`src/include/lamp_pkg.sv`:
```
// Package: constants and types for the probe status lamp logic
package lamp_pkg;
    // --------------------------------------------------------------
    // Timing
    // --------------------------------------------------------------
    localparam int unsigned CLK_HZ        = 200_000_000;
    localparam int unsigned SLOW_BLINK_HZ = 1;
    localparam int unsigned FAST_BLINK_HZ = 5;
    // Half period of each blink rate, in clock cycles
    localparam int unsigned SLOW_HALF_CYC = CLK_HZ / (2 * SLOW_BLINK_HZ);
    localparam int unsigned FAST_HALF_CYC = CLK_HZ / (2 * FAST_BLINK_HZ);
    // Activity flicker half period (fixed, fast enough to be seen as flicker)
    localparam int unsigned FLICK_HALF_CYC = 6_000_000;

    // --------------------------------------------------------------
    // Lamp colour codes {red, green}
    // --------------------------------------------------------------
    typedef enum logic [1:0] {
        COL_OFF    = 2'h0,
        COL_GREEN  = 2'h1,
        COL_RED    = 2'h2,
        COL_ORANGE = 2'h3
    } colour_t;

    // --------------------------------------------------------------
    // Host-link lamp states, one-hot
    // --------------------------------------------------------------
    typedef enum logic [5:0] {
        HL_BOOT    = 6'h01,
        HL_CONFIG  = 6'h02,
        HL_READY   = 6'h04,
        HL_UPDATE  = 6'h08,
        HL_TRAFFIC = 6'h10,
        HL_FAULT   = 6'h20
    } hl_state_t;

    // Target execution classes
    typedef enum logic [1:0] {
        TGT_RUN   = 2'h0,
        TGT_PAUSE = 2'h1,
        TGT_MIXED = 2'h2
    } tgt_mode_t;
endpackage

```
`src/verilog/blink_divider.sv`:
```
// Module: square-wave blink generator driven by a cycle-count half period
`timescale 1ns/100ps
`default_nettype none
module blink_divider #(
    parameter int unsigned HALF_CYC = 100_000_000
) (
    // Clock and reset
    input  wire logic sys_clk,
    input  wire logic arst_n,
    // Wave
    output logic      wave
);
    localparam int W = $clog2(HALF_CYC + 1);

    typedef struct packed {
        logic [W-1:0] cnt;
        logic         wave;
    } div_t;

    div_t st_reg;
    div_t st_next;

    // --------------------------------------------------------------
    // Equal on and off halves
    // --------------------------------------------------------------
    always_comb begin
        st_next = st_reg;
        if (st_reg.cnt == W'(HALF_CYC - 1)) begin
            st_next.cnt  = '0;
            st_next.wave = ~st_reg.wave;
        end else begin
            st_next.cnt = st_reg.cnt + W'(1);
        end
    end

    always_ff @(posedge sys_clk or negedge arst_n) begin
        if (!arst_n) begin
            st_reg <= '0;
        end else begin
            st_reg <= st_next;
        end
    end

    assign wave = st_reg.wave;
endmodule // blink_divider
`default_nettype wire

```
`src/verilog/probe_status_lamps.sv`:
```
// Module: status lamp logic of the debug probe
// Behaviour
// Host-link lamp steady red until boot runs
// Interface configuring: orange blink at 1 Hz
// Interface configured: green blink at 1 Hz
// Firmware update: green blink at 5 Hz
// Target traffic: host-link lamp blinks orange
// No target power: target lamp dark
// Target lamp green run, red pause, orange mixed
// Target lamp dark until host-link lamp blinks
// Attached session: exactly one of three states
// All run, all halted, or mixed
// Yellow jack lamp on link, flickers on traffic
// Green jack lamp on fast link, flickers
// USB presents serial and Ethernet functions
// Operator powers probe, target, then debugger
// Remote terminal gets banner then prompt
// Orange is red plus green, even blinking
// Update beats traffic, traffic beats ready
`timescale 1ns/100ps
`default_nettype none
module probe_status_lamps #(
    parameter int unsigned NUM_CORES = 4,
    parameter int unsigned SLOW_HALF = lamp_pkg::SLOW_HALF_CYC,
    parameter int unsigned FAST_HALF = lamp_pkg::FAST_HALF_CYC,
    parameter int unsigned FLICK_HALF = lamp_pkg::FLICK_HALF_CYC
) (
    // Clock and reset
    input  wire logic                 sys_clk,
    input  wire logic                 arst_n,
    // Firmware progress (same clock)
    input  wire logic                 boot_running,
    input  wire logic                 if_configuring,
    input  wire logic                 if_configured,
    input  wire logic                 fw_updating,
    input  wire logic                 target_traffic,
    input  wire logic                 session_attached,
    input  wire logic                 usb_enumerated,
    input  wire logic                 telnet_connect,
    // Target pins (asynchronous)
    input  wire logic                 tgt_power_pin,
    input  wire logic [NUM_CORES-1:0] core_halted_pin,
    // Network PHY pins (asynchronous)
    input  wire logic                 phy_link_pin,
    input  wire logic                 phy_fast_pin,
    input  wire logic                 phy_activity_pin,
    // Host-link lamp
    output logic                      hl_red,
    output logic                      hl_green,
    // Target-state lamp
    output logic                      ts_red,
    output logic                      ts_green,
    // Jack indicators
    output logic                      jack_yellow,
    output logic                      jack_green,
    // Target class and console/USB status
    output logic [1:0]                tgt_mode,
    output logic                      usb_serial_fn,
    output logic                      usb_ether_fn,
    output logic                      console_banner,
    output logic                      console_prompt
);
    localparam int SW = 4 + NUM_CORES;

    typedef struct packed {
        logic [SW-1:0]        sync1;
        logic [SW-1:0]        sync2;
        lamp_pkg::hl_state_t  hl;
        logic                 blinked;
        logic [1:0]           hl_col;
        logic [1:0]           ts_col;
        logic                 jy;
        logic                 jg;
        logic [1:0]           mode;
        logic                 usb_s;
        logic                 usb_e;
        logic                 banner;
        logic                 prompt;
    } st_t;

    st_t st_reg;
    st_t st_next;

    logic slow_wave;
    logic fast_wave;
    logic flick_wave;

    // --------------------------------------------------------------
    // Blink sources
    // --------------------------------------------------------------
    blink_divider #(.HALF_CYC(SLOW_HALF)) u_slow (
        .sys_clk (sys_clk),
        .arst_n  (arst_n),
        .wave    (slow_wave)
    );
    blink_divider #(.HALF_CYC(FAST_HALF)) u_fast (
        .sys_clk (sys_clk),
        .arst_n  (arst_n),
        .wave    (fast_wave)
    );
    blink_divider #(.HALF_CYC(FLICK_HALF)) u_flick (
        .sys_clk (sys_clk),
        .arst_n  (arst_n),
        .wave    (flick_wave)
    );

    // Gate a colour with a blink phase
    function automatic logic [1:0] gate_col(input logic [1:0] c, input logic on);
        gate_col = on ? c : lamp_pkg::COL_OFF;
    endfunction

    // All pins share the two sync stages held in the state struct.
    // Cores are synchronised bit by bit, so a change may show mixed for a cycle
    logic [SW-1:0] pins;
    assign pins = {tgt_power_pin, phy_activity_pin, phy_fast_pin, phy_link_pin,
        core_halted_pin};

    logic tgt_pwr_s;
    assign tgt_pwr_s = st_reg.sync2[NUM_CORES+3];

    // --------------------------------------------------------------
    // Next state
    // --------------------------------------------------------------
    always_comb begin
        logic [NUM_CORES-1:0] halted;
        logic                 link;
        logic                 fast;
        logic                 act;
        halted  = st_reg.sync2[NUM_CORES-1:0];
        link    = st_reg.sync2[NUM_CORES];
        fast    = st_reg.sync2[NUM_CORES+1];
        act     = st_reg.sync2[NUM_CORES+2];
        st_next = st_reg;
        st_next.sync1 = pins;
        st_next.sync2 = st_reg.sync1;

        // Host-link state, priority update > traffic > ready
        if (!boot_running) begin
            st_next.hl = lamp_pkg::HL_BOOT;
        end else if (fw_updating) begin
            st_next.hl = lamp_pkg::HL_UPDATE;
        end else if (target_traffic) begin
            st_next.hl = lamp_pkg::HL_TRAFFIC;
        end else if (if_configured) begin
            st_next.hl = lamp_pkg::HL_READY;
        end else begin
            st_next.hl = lamp_pkg::HL_CONFIG;
        end

        case (st_reg.hl)
            lamp_pkg::HL_BOOT:    st_next.hl_col = lamp_pkg::COL_RED;
            lamp_pkg::HL_CONFIG:  st_next.hl_col = gate_col(lamp_pkg::COL_ORANGE, slow_wave);
            lamp_pkg::HL_READY:   st_next.hl_col = gate_col(lamp_pkg::COL_GREEN, slow_wave);
            lamp_pkg::HL_UPDATE:  st_next.hl_col = gate_col(lamp_pkg::COL_GREEN, fast_wave);
            lamp_pkg::HL_TRAFFIC: st_next.hl_col = gate_col(lamp_pkg::COL_ORANGE, slow_wave);
            default:              st_next.hl_col = lamp_pkg::COL_RED;
        endcase

        // Target lamp held dark until the host-link lamp has left boot
        if (st_reg.hl != lamp_pkg::HL_BOOT) begin
            st_next.blinked = 1'b1;
        end

        // Classification: run / pause / mixed
        if (&halted) begin
            st_next.mode = lamp_pkg::TGT_PAUSE;
        end else if (~|halted) begin
            st_next.mode = lamp_pkg::TGT_RUN;
        end else begin
            st_next.mode = lamp_pkg::TGT_MIXED;
        end

        if (!st_reg.blinked || !tgt_pwr_s || !session_attached) begin
            st_next.ts_col = lamp_pkg::COL_OFF;
        end else begin
            case (st_reg.mode)
                lamp_pkg::TGT_RUN:   st_next.ts_col = lamp_pkg::COL_GREEN;
                lamp_pkg::TGT_PAUSE: st_next.ts_col = lamp_pkg::COL_RED;
                default:             st_next.ts_col = lamp_pkg::COL_ORANGE;
            endcase
        end

        // Jack indicators; traffic blanks the lamp on flicker phase
        st_next.jy = link & ~(act & flick_wave);
        st_next.jg = link & fast & ~(act & flick_wave);

        // USB functions and console
        st_next.usb_s  = usb_enumerated;
        st_next.usb_e  = usb_enumerated;
        st_next.banner = telnet_connect;
        st_next.prompt = st_reg.banner;
    end

    always_ff @(posedge sys_clk or negedge arst_n) begin
        if (!arst_n) begin
            st_reg        <= '0;
            st_reg.hl     <= lamp_pkg::HL_BOOT;
            st_reg.hl_col <= lamp_pkg::COL_RED;
        end else begin
            st_reg <= st_next;
        end
    end

    // --------------------------------------------------------------
    // Outputs: orange drives both elements
    // --------------------------------------------------------------
    assign hl_red         = st_reg.hl_col[1];
    assign hl_green       = st_reg.hl_col[0];
    assign ts_red         = st_reg.ts_col[1];
    assign ts_green       = st_reg.ts_col[0];
    assign jack_yellow    = st_reg.jy;
    assign jack_green     = st_reg.jg;
    assign tgt_mode       = st_reg.mode;
    assign usb_serial_fn  = st_reg.usb_s;
    assign usb_ether_fn   = st_reg.usb_e;
    assign console_banner = st_reg.banner;
    assign console_prompt = st_reg.prompt;

    // --------------------------------------------------------------
    // Checks
    // --------------------------------------------------------------
    property p_boot_red;
        @(posedge sys_clk) disable iff (!arst_n)
        (st_reg.hl == lamp_pkg::HL_BOOT) |=> (hl_red && !hl_green);
    endproperty
    a_boot_red: assert property (p_boot_red) else $error("boot lamp not red");

    property p_no_power_dark;
        @(posedge sys_clk) disable iff (!arst_n)
        !tgt_pwr_s |=> (!ts_red && !ts_green);
    endproperty
    a_no_power_dark: assert property (p_no_power_dark) else $error("target lamp lit unpowered");

    property p_dark_before_blink;
        @(posedge sys_clk) disable iff (!arst_n)
        !st_reg.blinked |=> (!ts_red && !ts_green);
    endproperty
    a_dark_before_blink: assert property (p_dark_before_blink) else $error("target lamp early");

    property p_mode_legal;
        @(posedge sys_clk) disable iff (!arst_n)
        session_attached |-> (tgt_mode != 2'h3);
    endproperty
    a_mode_legal: assert property (p_mode_legal) else $error("illegal target mode");

    property p_all_halt_pause;
        @(posedge sys_clk) disable iff (!arst_n)
        (&st_reg.sync2[NUM_CORES-1:0]) |=> (tgt_mode == lamp_pkg::TGT_PAUSE);
    endproperty
    a_all_halt_pause: assert property (p_all_halt_pause) else $error("pause not reported");

    property p_update_fast;
        @(posedge sys_clk) disable iff (!arst_n)
        (st_reg.hl == lamp_pkg::HL_UPDATE) |=> !hl_red;
    endproperty
    a_update_fast: assert property (p_update_fast) else $error("update lamp not green");

    property p_priority;
        @(posedge sys_clk) disable iff (!arst_n)
        (boot_running && fw_updating && target_traffic) |=> (st_reg.hl == lamp_pkg::HL_UPDATE);
    endproperty
    a_priority: assert property (p_priority) else $error("update lost priority");

    property p_green_jack;
        @(posedge sys_clk) disable iff (!arst_n)
        jack_green |-> $past(st_reg.sync2[NUM_CORES]);
    endproperty
    a_green_jack: assert property (p_green_jack) else $error("green jack without link");

    property p_prompt_after_banner;
        @(posedge sys_clk) disable iff (!arst_n)
        console_banner |=> console_prompt;
    endproperty
    a_prompt_after_banner: assert property (p_prompt_after_banner) else $error("no prompt");

    c_update:  cover property (@(posedge sys_clk) st_reg.hl == lamp_pkg::HL_UPDATE);
    c_mixed:   cover property (@(posedge sys_clk) ts_red && ts_green);
    c_traffic: cover property (@(posedge sys_clk) st_reg.hl == lamp_pkg::HL_TRAFFIC);
    c_config:  cover property (@(posedge sys_clk) if_configuring && st_reg.hl == lamp_pkg::HL_CONFIG);
endmodule // probe_status_lamps
`default_nettype wire

```
`config.mk`:
```
export PLATFORM = sky130hd
export DESIGN_NAME = probe_status_lamps
export DESIGN_NICKNAME = d
export VERILOG_FILES = /design/src/include/lamp_pkg.sv /design/src/verilog/blink_divider.sv /design/src/verilog/probe_status_lamps.sv
export SDC_FILE = /design/constraint.sdc
export NUM_CORES = 1
export LEC_CHECK = 0
export BUFFER_PORTS_ARGS = -buffer_cell sky130_fd_sc_hd__buf_2
export CORE_MARGIN = 2
export CORE_UTILIZATION = 40
export DETAILED_ROUTE_END_ITERATION = 8
export PLACE_DENSITY = 0.62
export SYNTH_ARGS = -nofsm -noshare
export SYNTH_HDL_FRONTEND = slang
export SYNTH_SLANG_ARGS = --single-unit
```
`constraint.sdc`:
```
create_clock -name sys_clk -period 2.1 [get_ports sys_clk]
set_clock_uncertainty 0.1 [all_clocks]
set_input_delay 0.105 -clock sys_clk [delete_from_list [all_inputs] [get_ports sys_clk]]
set_output_delay 0.105 -clock sys_clk [all_outputs]
set_load 0.01 [all_outputs]
```
Word level (Yosys, flattened, before mapping)
Cells that the tools add are included.
{ "classes": {"n_addsub": 3, "mux": 15, "n_eq_ne": 9, "reduce_logical": 9, "n_bitwise": 8} }
{ "ops": {"columns": ["cell", "count"], "rows": [
  ["27-bit by 1-bit adder with 27-bit output, second input constant", 1],
  ["27-bit equality test, second input constant", 1],
  ["27-bit 2-to-1 mux", 1],
  ["25-bit by 1-bit adder with 25-bit output, second input constant", 1],
  ["25-bit equality test, second input constant", 1],
  ["25-bit 2-to-1 mux", 1],
  ["23-bit by 1-bit adder with 23-bit output, second input constant", 1],
  ["23-bit equality test, second input constant", 1],
  ["23-bit 2-to-1 mux", 1],
  ["5-bit 2-to-1 mux", 2],
  ["2-bit 2-to-1 mux", 4],
  ["6-bit by 2-bit equality test with 1-bit output, second input constant", 1],
  ["6-bit by 3-bit equality test with 1-bit output, second input constant", 1],
  ["6-bit by 4-bit equality test with 1-bit output, second input constant", 1],
  ["6-bit by 5-bit equality test with 1-bit output, second input constant", 1],
  ["6-bit 2-to-1 mux", 1],
  ["6-bit by 1-bit != test with 1-bit output, second input constant", 1],
  ["2-bit case mux with 3 select lines", 1],
  ["1-bit bitwise AND", 4],
  ["1-bit inverter", 4],
  ["2-bit case mux with 2 select lines", 1],
  ["4-bit AND reduction", 1],
  ["4-bit OR reduction", 1],
  ["1-bit logical NOT", 3],
  ["other kinds (6)", 8]
]} }
{ "word_totals": {"input_bits": 18, "regBits": 112, "output_inout_bits": 12} }

Depth between registers and ports, before layout
Gate-level depths: netlist of the first run.
{ "depth": {"word_depth": 4, "depth_mapped": 7, "ltp_nobuf": 6} }

Modules after synthesis
A second synthesis of the first run with hierarchy kept.
{ "hier_totals": {"cells_unflattened": 438, "hier_area_um2": 4917.2} }
{ "by_module_without_submodules": {"columns": ["mod", "cells_each", "seq_area_each_um2", "area_per_inst_um2", "n_inst"], "rows": [
  ["blink_divider at u_slow", 140, 700.7, 1430.1, 1],
  ["blink_divider at u_flick", 113, 600.6, 1237.4, 1],
  ["blink_divider at u_fast", 119, 650.6, 1214.9, 1],
  ["probe_status_lamps", 66, 828.3, 1034.7, 1]
]} }

Worst setup path before layout of the first run
Ideal clock, no wire load.
{ "synth_timing": {"kind": "register -> register", "from": "reg u_flick.st_reg[8] (netlist bit)", "to": "reg u_flick.st_reg[8] (netlist bit)", "t_required_ns": 1.881, "t_arrival_ns": 1.721, "slack_ns": 0.161, "setup_time_ns": 0.119, "stages_incl_launch_ff": 8, "cell_sequence": "dfrtp_1 buf_2 or4b_1 nor4b_1 and4_1 buf_2 buf_4 nor2_1"} }
{ "synth_rtl": {"columns": ["item", "line_no", "source"], "rows": [
  ["start, declared", "blink_divider.sv:20", "div_t st_reg;"],
  ["start signal, assigned", "blink_divider.sv:40", "st_reg <= st_next;"]
]} }

==> impl_metrics.csv, run 1 <==
group,metric,value,unit
die,num_io_pins,30,
timing,period_needed,1.98,ns
timing,max-slew-margin-rel,63.5,%
synthesis,synth_edf_count,0,
placed_design,gp_congestion,0.777,
synthesis,ys_seq_elements,111,
routing,drtAntennaViolNets,0,
setup_path,path_class,"flip-flop to flip-flop",
run_status,status,"finished, violations left",
global_routing,overflow,0,
placed_design,pre_cts_ws,0.0910,ns
routing,wirelength,8600,um
setup_path,regToRegEndpoint,"u_flick.st_reg[11]",
clock_network,htree_num_levels,3,
global_routing,antenna_found_initial,0,
placed_design,io_buffer_count,28,
synthesis,syn_inst,416,
global_routing,grt_use_total,14.5,%
die,die-area,12700,um2
cells_and_area,layout-drive-gt1-share,16.9,%
synthesis,syn_area_per_cell,11.4,um2
die,core,11500,um2
cells_and_area,fillers,1047,
clock_network,worstSkewPairLatency,0.34,ns
die,die_width,113,um
synthesis,yosys-top-cells-area,"dfrtp_1 (58%), xnor2_1 (6.8%), xor2_1 (5.7%)",
die,die_height,113,um
cells_and_area,largest_reg_flops,27,
die,start_util,41.2,%
timing,report.final.setup_viol,0,
setup_path,cp-end-kind,"flip-flop",
synthesis,synth_cell_types,45,
die,rows,39,
clock_network,cts_max_path_buffers,2,
routing,wl_per_cell,13.7,um
job,cap_violations,0,
placed_design,hpwl,5700,um
setup_path,cp.required,2.23,ns
routing,dr_total_vias,3158,
clock_network,numCtsBuffers,9,
clock_network,clk_pin_slew,0.07,ns
setup_path,cp-start-kind,"flip-flop",
synthesis,synth_common_cells,"dfrtp_1 (109), nor2_1 (53), xnor2_1 (37)",
setup_path,crit_arrival,2.11,ns
clock_network,cts_root_buf,"clkbuf_16",
synthesis,synth_nets,437,
cells_and_area,seqCellArea,2780,um2
timing,hold_ws,0.190,ns
routing,drt_iter0_markers,88,
cells_and_area,nNetsFinal,502,
synthesis,netlist_area,4740,um2
clock_network,cts_tree,"built",
placed_design,placedCellCount,595,
global_routing,grt_pass1_wl,14900,um
routing,dr.pass1.iters,8,
setup_path,worstPathMaxFanout,9,
cells_and_area,multi_input_area,1870,um2
setup_path,reg2reg_from,"u_flick.st_reg[13]",
global_routing,grt_max_degree,43,
synthesis,synth_top_area_share,57.5,%
routing,drc_errors,3,
power,peakVddDrop,0.000436,V
setup_path,rr_worst_depth,5,
timing,rsz0062_at_grt,"false",
timing,report.final.slew_viol_count,0,
cells_and_area,area_growth,18.5,%
timing,tightestPinTransition,0.548,ns
setup_path,crit_end,"u_flick.st_reg[11]",
timing,fin_setup_tns,0,ns
timing,post-route-period-util,94.3,%
power,p_per_area,697,nW/um2
routing,via_per_inst,5.02,
setup_path,r2r_slack,0.12,ns
synthesis,async_reset_ff_share,100,%
synthesis,synth_warnings,0,
placed_design,placed_area,5150,um2
timing,fmax,505,MHz
cells_and_area,stdcell_area,5620,um2
cells_and_area,fin_cells,629,
synthesis,seq_area_frac_synth,58.6,%
timing,fin_ws,0.121,ns
clock_network,cts_sinks,111,
cells_and_area,diodes,0,
timing,hold_viol_final,0,
worst_hold_path,hold_class,"input pin to async pin",
run_status,violations,"design-rule violations",
power,power,3.92,mW
setup_path,crit_start,"u_flick.st_reg[13]",
cells_and_area,post-route-util,48.8,%
synthesis,yosys.area.top_type,"dfrtp_1",
global_routing,grt_pass1_vias,3153,
synthesis,synth_most_common_cell,"dfrtp_1",
power,leakagePower,2.54,nW
synthesis,ys.flop_type,"dfrtp_1",
worst min-delay path by stage:
stage | start | end | slack (ns) | cells past startpoint
after global routing | arst_n | u_flick.st_reg[10] | 0.25 | 2
after global placement | arst_n | u_flick.st_reg[11] | 0.03 | 1
after floorplan | arst_n | console_banner | -0.29 | 0
after CTS | arst_n | u_flick.st_reg[14] | 0.20 | 2
final | arst_n | u_flick.st_reg[10] | 0.19 | 2
after detailed placement | arst_n | u_flick.st_reg[10] | 0.03 | 1
worst max-delay path, cell delays in order (launching register included):
cell,delay (ns)
dfrtp_1,0.42
or4b_1,0.53
nor4b_1,0.27
and4_2,0.31
buf_4,0.18
nor2_1,0.06
logic make-up (layout without fill, tap and decap cells):
kind of cell | Yosys count | count (layout) | synth area share [%]
xor gates and xnor gates | 68 | 68 | 12.6
adders and majority gates | 3 | 3 | 0.791
and+or+nand+nor | 200 | 200 | 23.9
DFF | 111 | 111 | 58.6
buffers and inverters | 19 | 89 | 2.06
AOI/OAI and AO/OA | 15 | 15 | 2.08
power by group:
part / switching (mW) / internal (mW) / leakage [nW]
logic: 0.0691 / 0.0546 / 0.969
clock network: 0.787 / 0.829 / 0.133
registers: 0.0136 / 2.17 / 1.44
metal layers:
layer	GRT usage [%]	wire length (um)
met3	3.16	192
met4	5.28	153
met2	23.8	4150
met5	0	0
met1	19.0	4100
area by class of cell:
| cell class | instances | share of cell area (%) |
|---|---|---|
| Clock buffer | 10 | 4.07 |
| Clock inverter | 6 | 0.980 |
| Inverter | 9 | 0.601 |
| Multi-Input combinational cell | 286 | 33.3 |
| Sequential cell | 111 | 49.5 |
| Tap cell | 143 | 3.18 |
| Timing Repair Buffer | 64 | 8.37 |
cells in the final DEF (no fill, tap or decap), types with 7 or more instances in the layout:
cell type,netlist,routed
xor2_1,31,31
inv_1,9,9
clkbuf_16,0,9
buf_2,3,27
buf_4,4,18
nor3_1,13,13
nor4_1,8,7
dlygate4sd3_1,0,18
nor2_1,53,53
nand4_1,17,17
dfrtp_1,109,109
and3_1,9,9
xnor2_1,37,37
nand2_1,21,21
nand3_1,34,34
and4_1,8,7
what timing repair did:
item,CTS,global route
hold buffers,18,0
endpoints found under the setup margin,0,9
endpoints found under the hold margin,55,0
buffers inserted,0,0
resized for setup,0,2
Note: power is estimated with default switching activity, not from simulation.
==> run 2: changes to the inputs <==
Settings changed: CORE_ASPECT_RATIO from default to 1.2, CTS_BUF_LIST from default to sky130_fd_sc_hd__clkbuf_2.
==> impl_metrics.csv, run 2 (same netlist as run 1, synthesis figures left out) <==
group,metric,value,unit
run_status,status,"completed",
routing,drt_iter0_markers,102,
job,cap_violations,0,
setup_path,cpMaxStageDelayCell,"or4b_1",
clock_network,cts_tree,"built",
cells_and_area,nNetsFinal,517,
clock_network,htree_num_levels,3,
timing,hold_viol_final,0,
placed_design,placedCellCount,609,
clock_network,worstSkewPairLatency,0.61,ns
global_routing,overflow,0,
global_routing,met3_usage,3.17,%
placed_design,placed_area,5180,um2
die,start_util,41.0,%
cells_and_area,layout_common_cells,"dfrtp_1 (109), nor2_1 (53), xnor2_1 (37), nand3_1 (34), xor2_1 (31)",
setup_path,cp-start-kind,"flip-flop",
routing,wl_per_cell,13.2,um
cells_and_area,post-route-util,49.1,%
setup_path,cp_top_family,"simple AND/OR/NAND/NOR gates",
clock_network,cts_max_path_buffers,2,
timing,post-route-period-util,97.2,%
die,die_width,103,um
setup_path,crit_path_max_incr_delay,0.52,ns
placed_design,hpwl,5870,um
setup_path,cp-end-kind,"flip-flop",
cells_and_area,diodes,0,
cells_and_area,stdcell_area,5680,um2
global_routing,grt_max_degree,38,
die,num_io_pins,30,
timing,report.final.setup_viol,0,
cells_and_area,seqCellArea,2780,um2
timing,tightestPinTransition,0.484,ns
timing,fin_setup_tns,0,ns
global_routing,use_met2,23.0,%
cells_and_area,area_growth,19.8,%
global_routing,gr-max-usage-layer,"met2",
die,die_height,123,um
placed_design,gp_congestion,0.782,
cells_and_area,fin_cells,658,
cells_and_area,fillers,1039,
routing,dr.pass1.iters,4,
global_routing,antenna_found_initial,0,
cells_and_area,layout-drive-gt1-share,16.6,%
timing,rsz0062_at_grt,"false",
routing,via_per_inst,4.93,
setup_path,rr_worst_depth,5,
global_routing,grt_pass1_wl,15000,um
setup_path,cp_cell_sequence,"or4b_1, nor4b_1, and4_1, buf_12, xor2_1",
setup_path,cp.depth,5,
global_routing,grt_use_total,15.1,%
power,p_per_area,623,nW/um2
routing,dr_total_vias,3245,
timing,period_needed,2.04,ns
timing,report.final.slew_viol_count,0,
setup_path,r2r_slack,0.06,ns
setup_path,path_class,"flip-flop to flip-flop",
worst_hold_path,hold_class,"input pin to flip-flop",
power,leakagePower,2.58,nW
clock_network,numCtsBuffers,9,
die,core,11600,um2
timing,fmax,490,MHz
die,rows,43,
cells_and_area,layout_commonest_cell,"dfrtp_1",
setup_path,path_buf_inv,1,
worst_hold_path,hold_depth,3,
timing,max-slew-margin-rel,67.5,%
clock_network,clk_pin_slew,0.28,ns
routing,drtAntennaViolNets,0,
setup_path,crit_arrival,2.48,ns
die,die-area,12700,um2
power,peakVddDrop,0.000387,V
cells_and_area,largest_reg_flops,27,
placed_design,io_buffer_count,28,
clock_network,cts_root_buf,"clkbuf_2",
cells_and_area,multi_input_area,1870,um2
routing,drc_errors,0,
clock_network,cts_sinks,111,
setup_path,cp.required,2.54,ns
routing,wirelength,8700,um
setup_path,worstPathMaxFanout,14,
global_routing,met1_usage,20.4,%
global_routing,grt_pass1_vias,3241,
run 2: changes by cell type in the layout (fill, tap and decap cells not counted), moves of 2 or more:
cell / delta
clkbuf_16: -9
clkbuf_2: +9
dlygate4sd3_1: +12
bufinv_16: +3
buf_12: +2
clkinvlp_4: -2
run 2: final cells by class:
cell class	instances	area share, %
clock buffer	9	0.793
clock inverter	7	2.09
inverter	9	0.595
multi-input combinational	286	32.8
sequential	111	48.9
tap	157	3.46
timing repair buffer	79	11.3
run 2: final timing paths:
check / endpoint / from
max in group asynchronous: u_flick.st_reg[2] / arst_n
min: st_reg[17] / fw_updating
min reg2reg: st_reg[23] / st_next[23]
min in group asynchronous: st_reg[13] / arst_n
max reg2reg: u_flick.wave / u_flick.st_reg[22]
max: u_flick.wave / u_flick.st_reg[22]
run 2: timing repair:
item,in CTS,in global routing
hold buffers,31,0
buffers inserted,1,1
gates cloned,0,0
endpoints found under the hold margin,128,0
resized for setup,0,1
endpoints found under the setup margin,1,1
run 2: worst min-delay path, delay by kind of cell:
family                 cells  cell delay, ns
buffers and inverters      2            0.64
and+or+nand+nor            1            0.05
run 2: per-stage QoR:
step / hold WS, ns / power [mW] / setup slack (ns)
3_5_place_dp: 0.0120 / 2.33 / 0.0453
4_1_cts: 0.0517 / 3.60 / 0.0347
2_1_floorplan: -0.291 / 2.24 / 0.161
3_3_place_gp: 0.00971 / 2.32 / 0.130
6_report: 0.0876 / 3.54 / 0.0598
5_1_grt: 0.0255 / 3.69 / 0.00180
run 2: per-layer routing:
metal  wire length (um)  part of all wire (%)
met1               4000                    46
met2               4190                    48
met3                256                   2.9
met4                254                   2.9
met5                  0                     0
run 2: power breakdown:
| group | switching (mW) | internal, mW | total [mW] |
|---|---|---|---|
| Combinational | 0.0737 | 0.0727 | 0.146 |
| Clock | 0.688 | 0.517 | 1.21 |
| Sequential | 0.0140 | 2.17 | 2.19 |
==> run 3: changes to the inputs <==
Settings changed: ABC_AREA from default to 1.
==> impl_metrics.csv, run 3 <==
group,metric,value,unit
run_status,status,"completed",
placed_design,gp_congestion,0.844,
timing,hold_viol_final,0,
routing,via_per_inst,4.69,
timing,post-route-period-util,90.9,%
synthesis,synth-xor-area-share,4.81,%
setup_path,crit_path_max_incr_delay,0.57,ns
timing,fin_setup_tns,0,ns
synthesis,synth_edf_count,0,
placed_design,placed_area,5830,um2
setup_path,cp_common_cell,"dlygate4sd3_1",
synthesis,async_reset_ff_share,100,%
routing,dr_total_vias,4476,
power,switchingPower,0.880,mW
placed_design,io_buffer_count,28,
synthesis,syn_inst,712,
cells_and_area,area_growth,15.0,%
clock_network,clk_pin_slew,0.30,ns
cells_and_area,largest_reg_flops,27,
setup_path,crit_start,"boot_running",
worst_hold_path,min-delay-start,"boot_running",
global_routing,grt_max_degree,42,
clock_network,worstSkewPairLatency,0.64,ns
setup_path,crit_arrival,2.38,ns
placed_design,hpwl,8030,um
cells_and_area,fillers,1297,
setup_path,cp.required,2.57,ns
timing,tightestPinTransition,0.504,ns
synthesis,synthSimpleGateAreaFrac,32.8,%
worst_hold_path,hold_depth,4,
synthesis,seq_area_frac_synth,50.9,%
clock_network,htree_num_levels,3,
global_routing,grt_use_total,16.2,%
cells_and_area,layout_common_cells,"nand2_1 (190), nor2_1 (149), dfrtp_1 (109), inv_1 (101), nand3_1 (54)",
timing,report.final.slew_viol_count,0,
worst_hold_path,hold_class,"input pin to flip-flop",
power,clock_power_share,29.7,%
synthesis,synth_common_cells,"nand2_1 (190), nor2_1 (149), dfrtp_1 (109)",
cells_and_area,nNetsFinal,801,
synthesis,yosys-top-cells-area,"dfrtp_1 (50%), nand2_1 (13%), nor2_1 (10%)",
routing,drtAntennaViolNets,0,
power,pwr-share-comb,4.5,%
clock_network,post_cts_resize_count,0,
global_routing,overflow,0,
synthesis,muxShareOfSynthArea,0,%
setup_path,cp_top_family,"buffers and inverters",
synthesis,yosys.area.top_type,"dfrtp_1",
synthesis,synth_cell_types,28,
die,rows,46,
power,seq_power_share,65.8,%
power,p_per_area,530,nW/um2
cells_and_area,layout_commonest_cell,"nand2_1",
synthesis,synth_top_family_by_area,"simple AND/OR/NAND/NOR gates",
timing,max-slew-margin-rel,66.3,%
die,start_util,41.1,%
power,p_int,2.45,mW
die,die_height,132,um
routing,wirelength,11200,um
synthesis,synth_top_area_share,49.9,%
setup_path,r2r_slack,0.32,ns
timing,period_needed,1.91,ns
synthesis,netlist_area,5460,um2
timing,report.final.setup_viol,0,
routing,dr.pass1.iters,4,
power,p_sw_share,26.5,%
clock_network,cts_root_buf,"clkbuf_2",
clock_network,cts_sinks,111,
die,num_io_pins,30,
die,die-area,14600,um2
timing,rsz0062_at_grt,"false",
routing,drt_iter0_markers,132,
synthesis,synth_adder_area_share,0.687,%
worst_hold_path,holdPathEnd,"st_reg[16]",
power,power,3.33,mW
synthesis,ys_seq_elements,111,
setup_path,path_class,"input pin to flip-flop",
synthesis,synth_warnings,0,
power,peakVddDrop,0.000396,V
setup_path,cp-start-kind,"input pin",
global_routing,grt_pass1_wl,19700,um
setup_path,cp_cell_sequence,"dlygate4sd3_1, buf_2, dlygate4sd3_1, inv_1, or2_2, nor3b_1, dlygate4sd3_1",
synthesis,synth_nets,733,
die,die_width,111,um
routing,drc_errors,0,
synthesis,syn_area_per_cell,7.67,um2
timing,fmax,524,MHz
clock_network,cts_tree,"built",
job,cap_violations,0,
cells_and_area,layout-drive-gt1-share,8.66,%
setup_path,worstPathMaxFanout,3,
clock_network,cts_max_path_buffers,2,
placed_design,placedCellCount,906,
clock_network,numCtsBuffers,9,
setup_path,cpMaxStageDelayCell,"dlygate4sd3_1",
cells_and_area,stdcell_area,6280,um2
routing,wl_per_cell,11.7,um
setup_path,cp-end-kind,"flip-flop",
setup_path,path_buf_inv,5,
global_routing,antenna_found_initial,1,
global_routing,grt_pass1_vias,4402,
setup_path,rr_worst_depth,6,
die,core,13300,um2
power,leakagePower,3.18,nW
setup_path,reg2reg_from,"u_slow.st_reg[1]",
synthesis,ys.flop_type,"dfrtp_1",
synthesis,synth_most_common_cell,"nand2_1",
setup_path,regToRegEndpoint,"u_slow.st_reg[17]",
synthesis,synth_compound_area_share,3.21,%
cells_and_area,fin_cells,954,
==> run 3: cell types whose count changed in the layout (fill, tap and decap cells not counted), moves of 9 or more <==
cell,change
xor2_1,-12
a21oi_1,+19
inv_1,+92
and3_1,-9
nor2_1,+96
nand4_1,-12
nand3_1,+20
nand2_1,+169
buf_4,-16
xnor2_1,-26
==> run 3: routing by layer <==
layer | vias up | part of all wire [%] | GRT usage (%)
met1 | 2093 | 46 | 20.0
met3 | 15 | 2.4 | 2.71
li1 | 2304 | - | -
met5 | - | 0 | 0
met4 | 0 | 1.6 | 5.69
met2 | 64 | 50 | 28.6
==> run 3: timing repair <==
item                       CTS  global route
hold buffers                31             0
hold endpoints to repair   127             0
setup endpoints to repair    0             0
buffers inserted             0             0
==> run 3: power groups by stage <==
stage               combinational [mW]  sequential, mW  clock, mW
global route                     0.171            2.19       1.12
CTS                              0.156            2.19       1.03
global placement                 0.105            2.22          0
detailed placement               0.107            2.22          0
floorplan                       0.0201            2.22          0
finish                           0.151            2.19      0.989
==> run 3: layout make-up <==
class                           instances  area (um2)  area share, %
Multi-Input combinational cell        494        2270           36.1
Sequential cell                       111        2780           44.2
Clock inverter                          7        77.6           1.23
Inverter                              102         384           6.11
Tap cell                              168         210           3.35
Antenna cell                            1        2.50         0.0398
Timing Repair Buffer                   62         518           8.24
Clock buffer                            9        45.0          0.717
==> run 3: worst register-to-register path: stages, from the launching register on <==
cell and delay [ns]:
dfrtp_1 0.45, ha_1 0.19, nand2_1 0.10, nor2_4 0.19, nand2_4 0.11, nor3_4 0.47
nor2_1 0.10
==> run 3: how the worst max path moves through the flow <==
stage | end | depth (start not counted)
after floorplan | u_slow.st_reg[14] | 6
after global placement | u_slow.st_reg[17] | 6
after detailed placement | u_slow.st_reg[14] | 6
after CTS | st_reg[15] | 7
after global routing | st_reg[15] | 7
final | st_reg[15] | 7
==> run 3: logic make-up after synthesis <==
| logic type | after synthesis |
|---|---|
| xor+xnor | 30 |
| buf+inv | 107 |
| compound gates | 32 |
| flops | 111 |
| simple gates | 429 |
| fa+ha+maj | 3 |
==> run 3: through the flow <==
step | hold slack [ns] | setup WS [ns] | utilization, %
after CTS | 0.0719 | 0.268 | 47.2
after global placement | 0.0594 | 0.372 | 43.9
after global routing | 0.0655 | 0.123 | 47.3
final | 0.110 | 0.192 | 47.3
after detailed placement | 0.0643 | 0.327 | 43.9
after floorplan | -0.291 | 0.600 | -
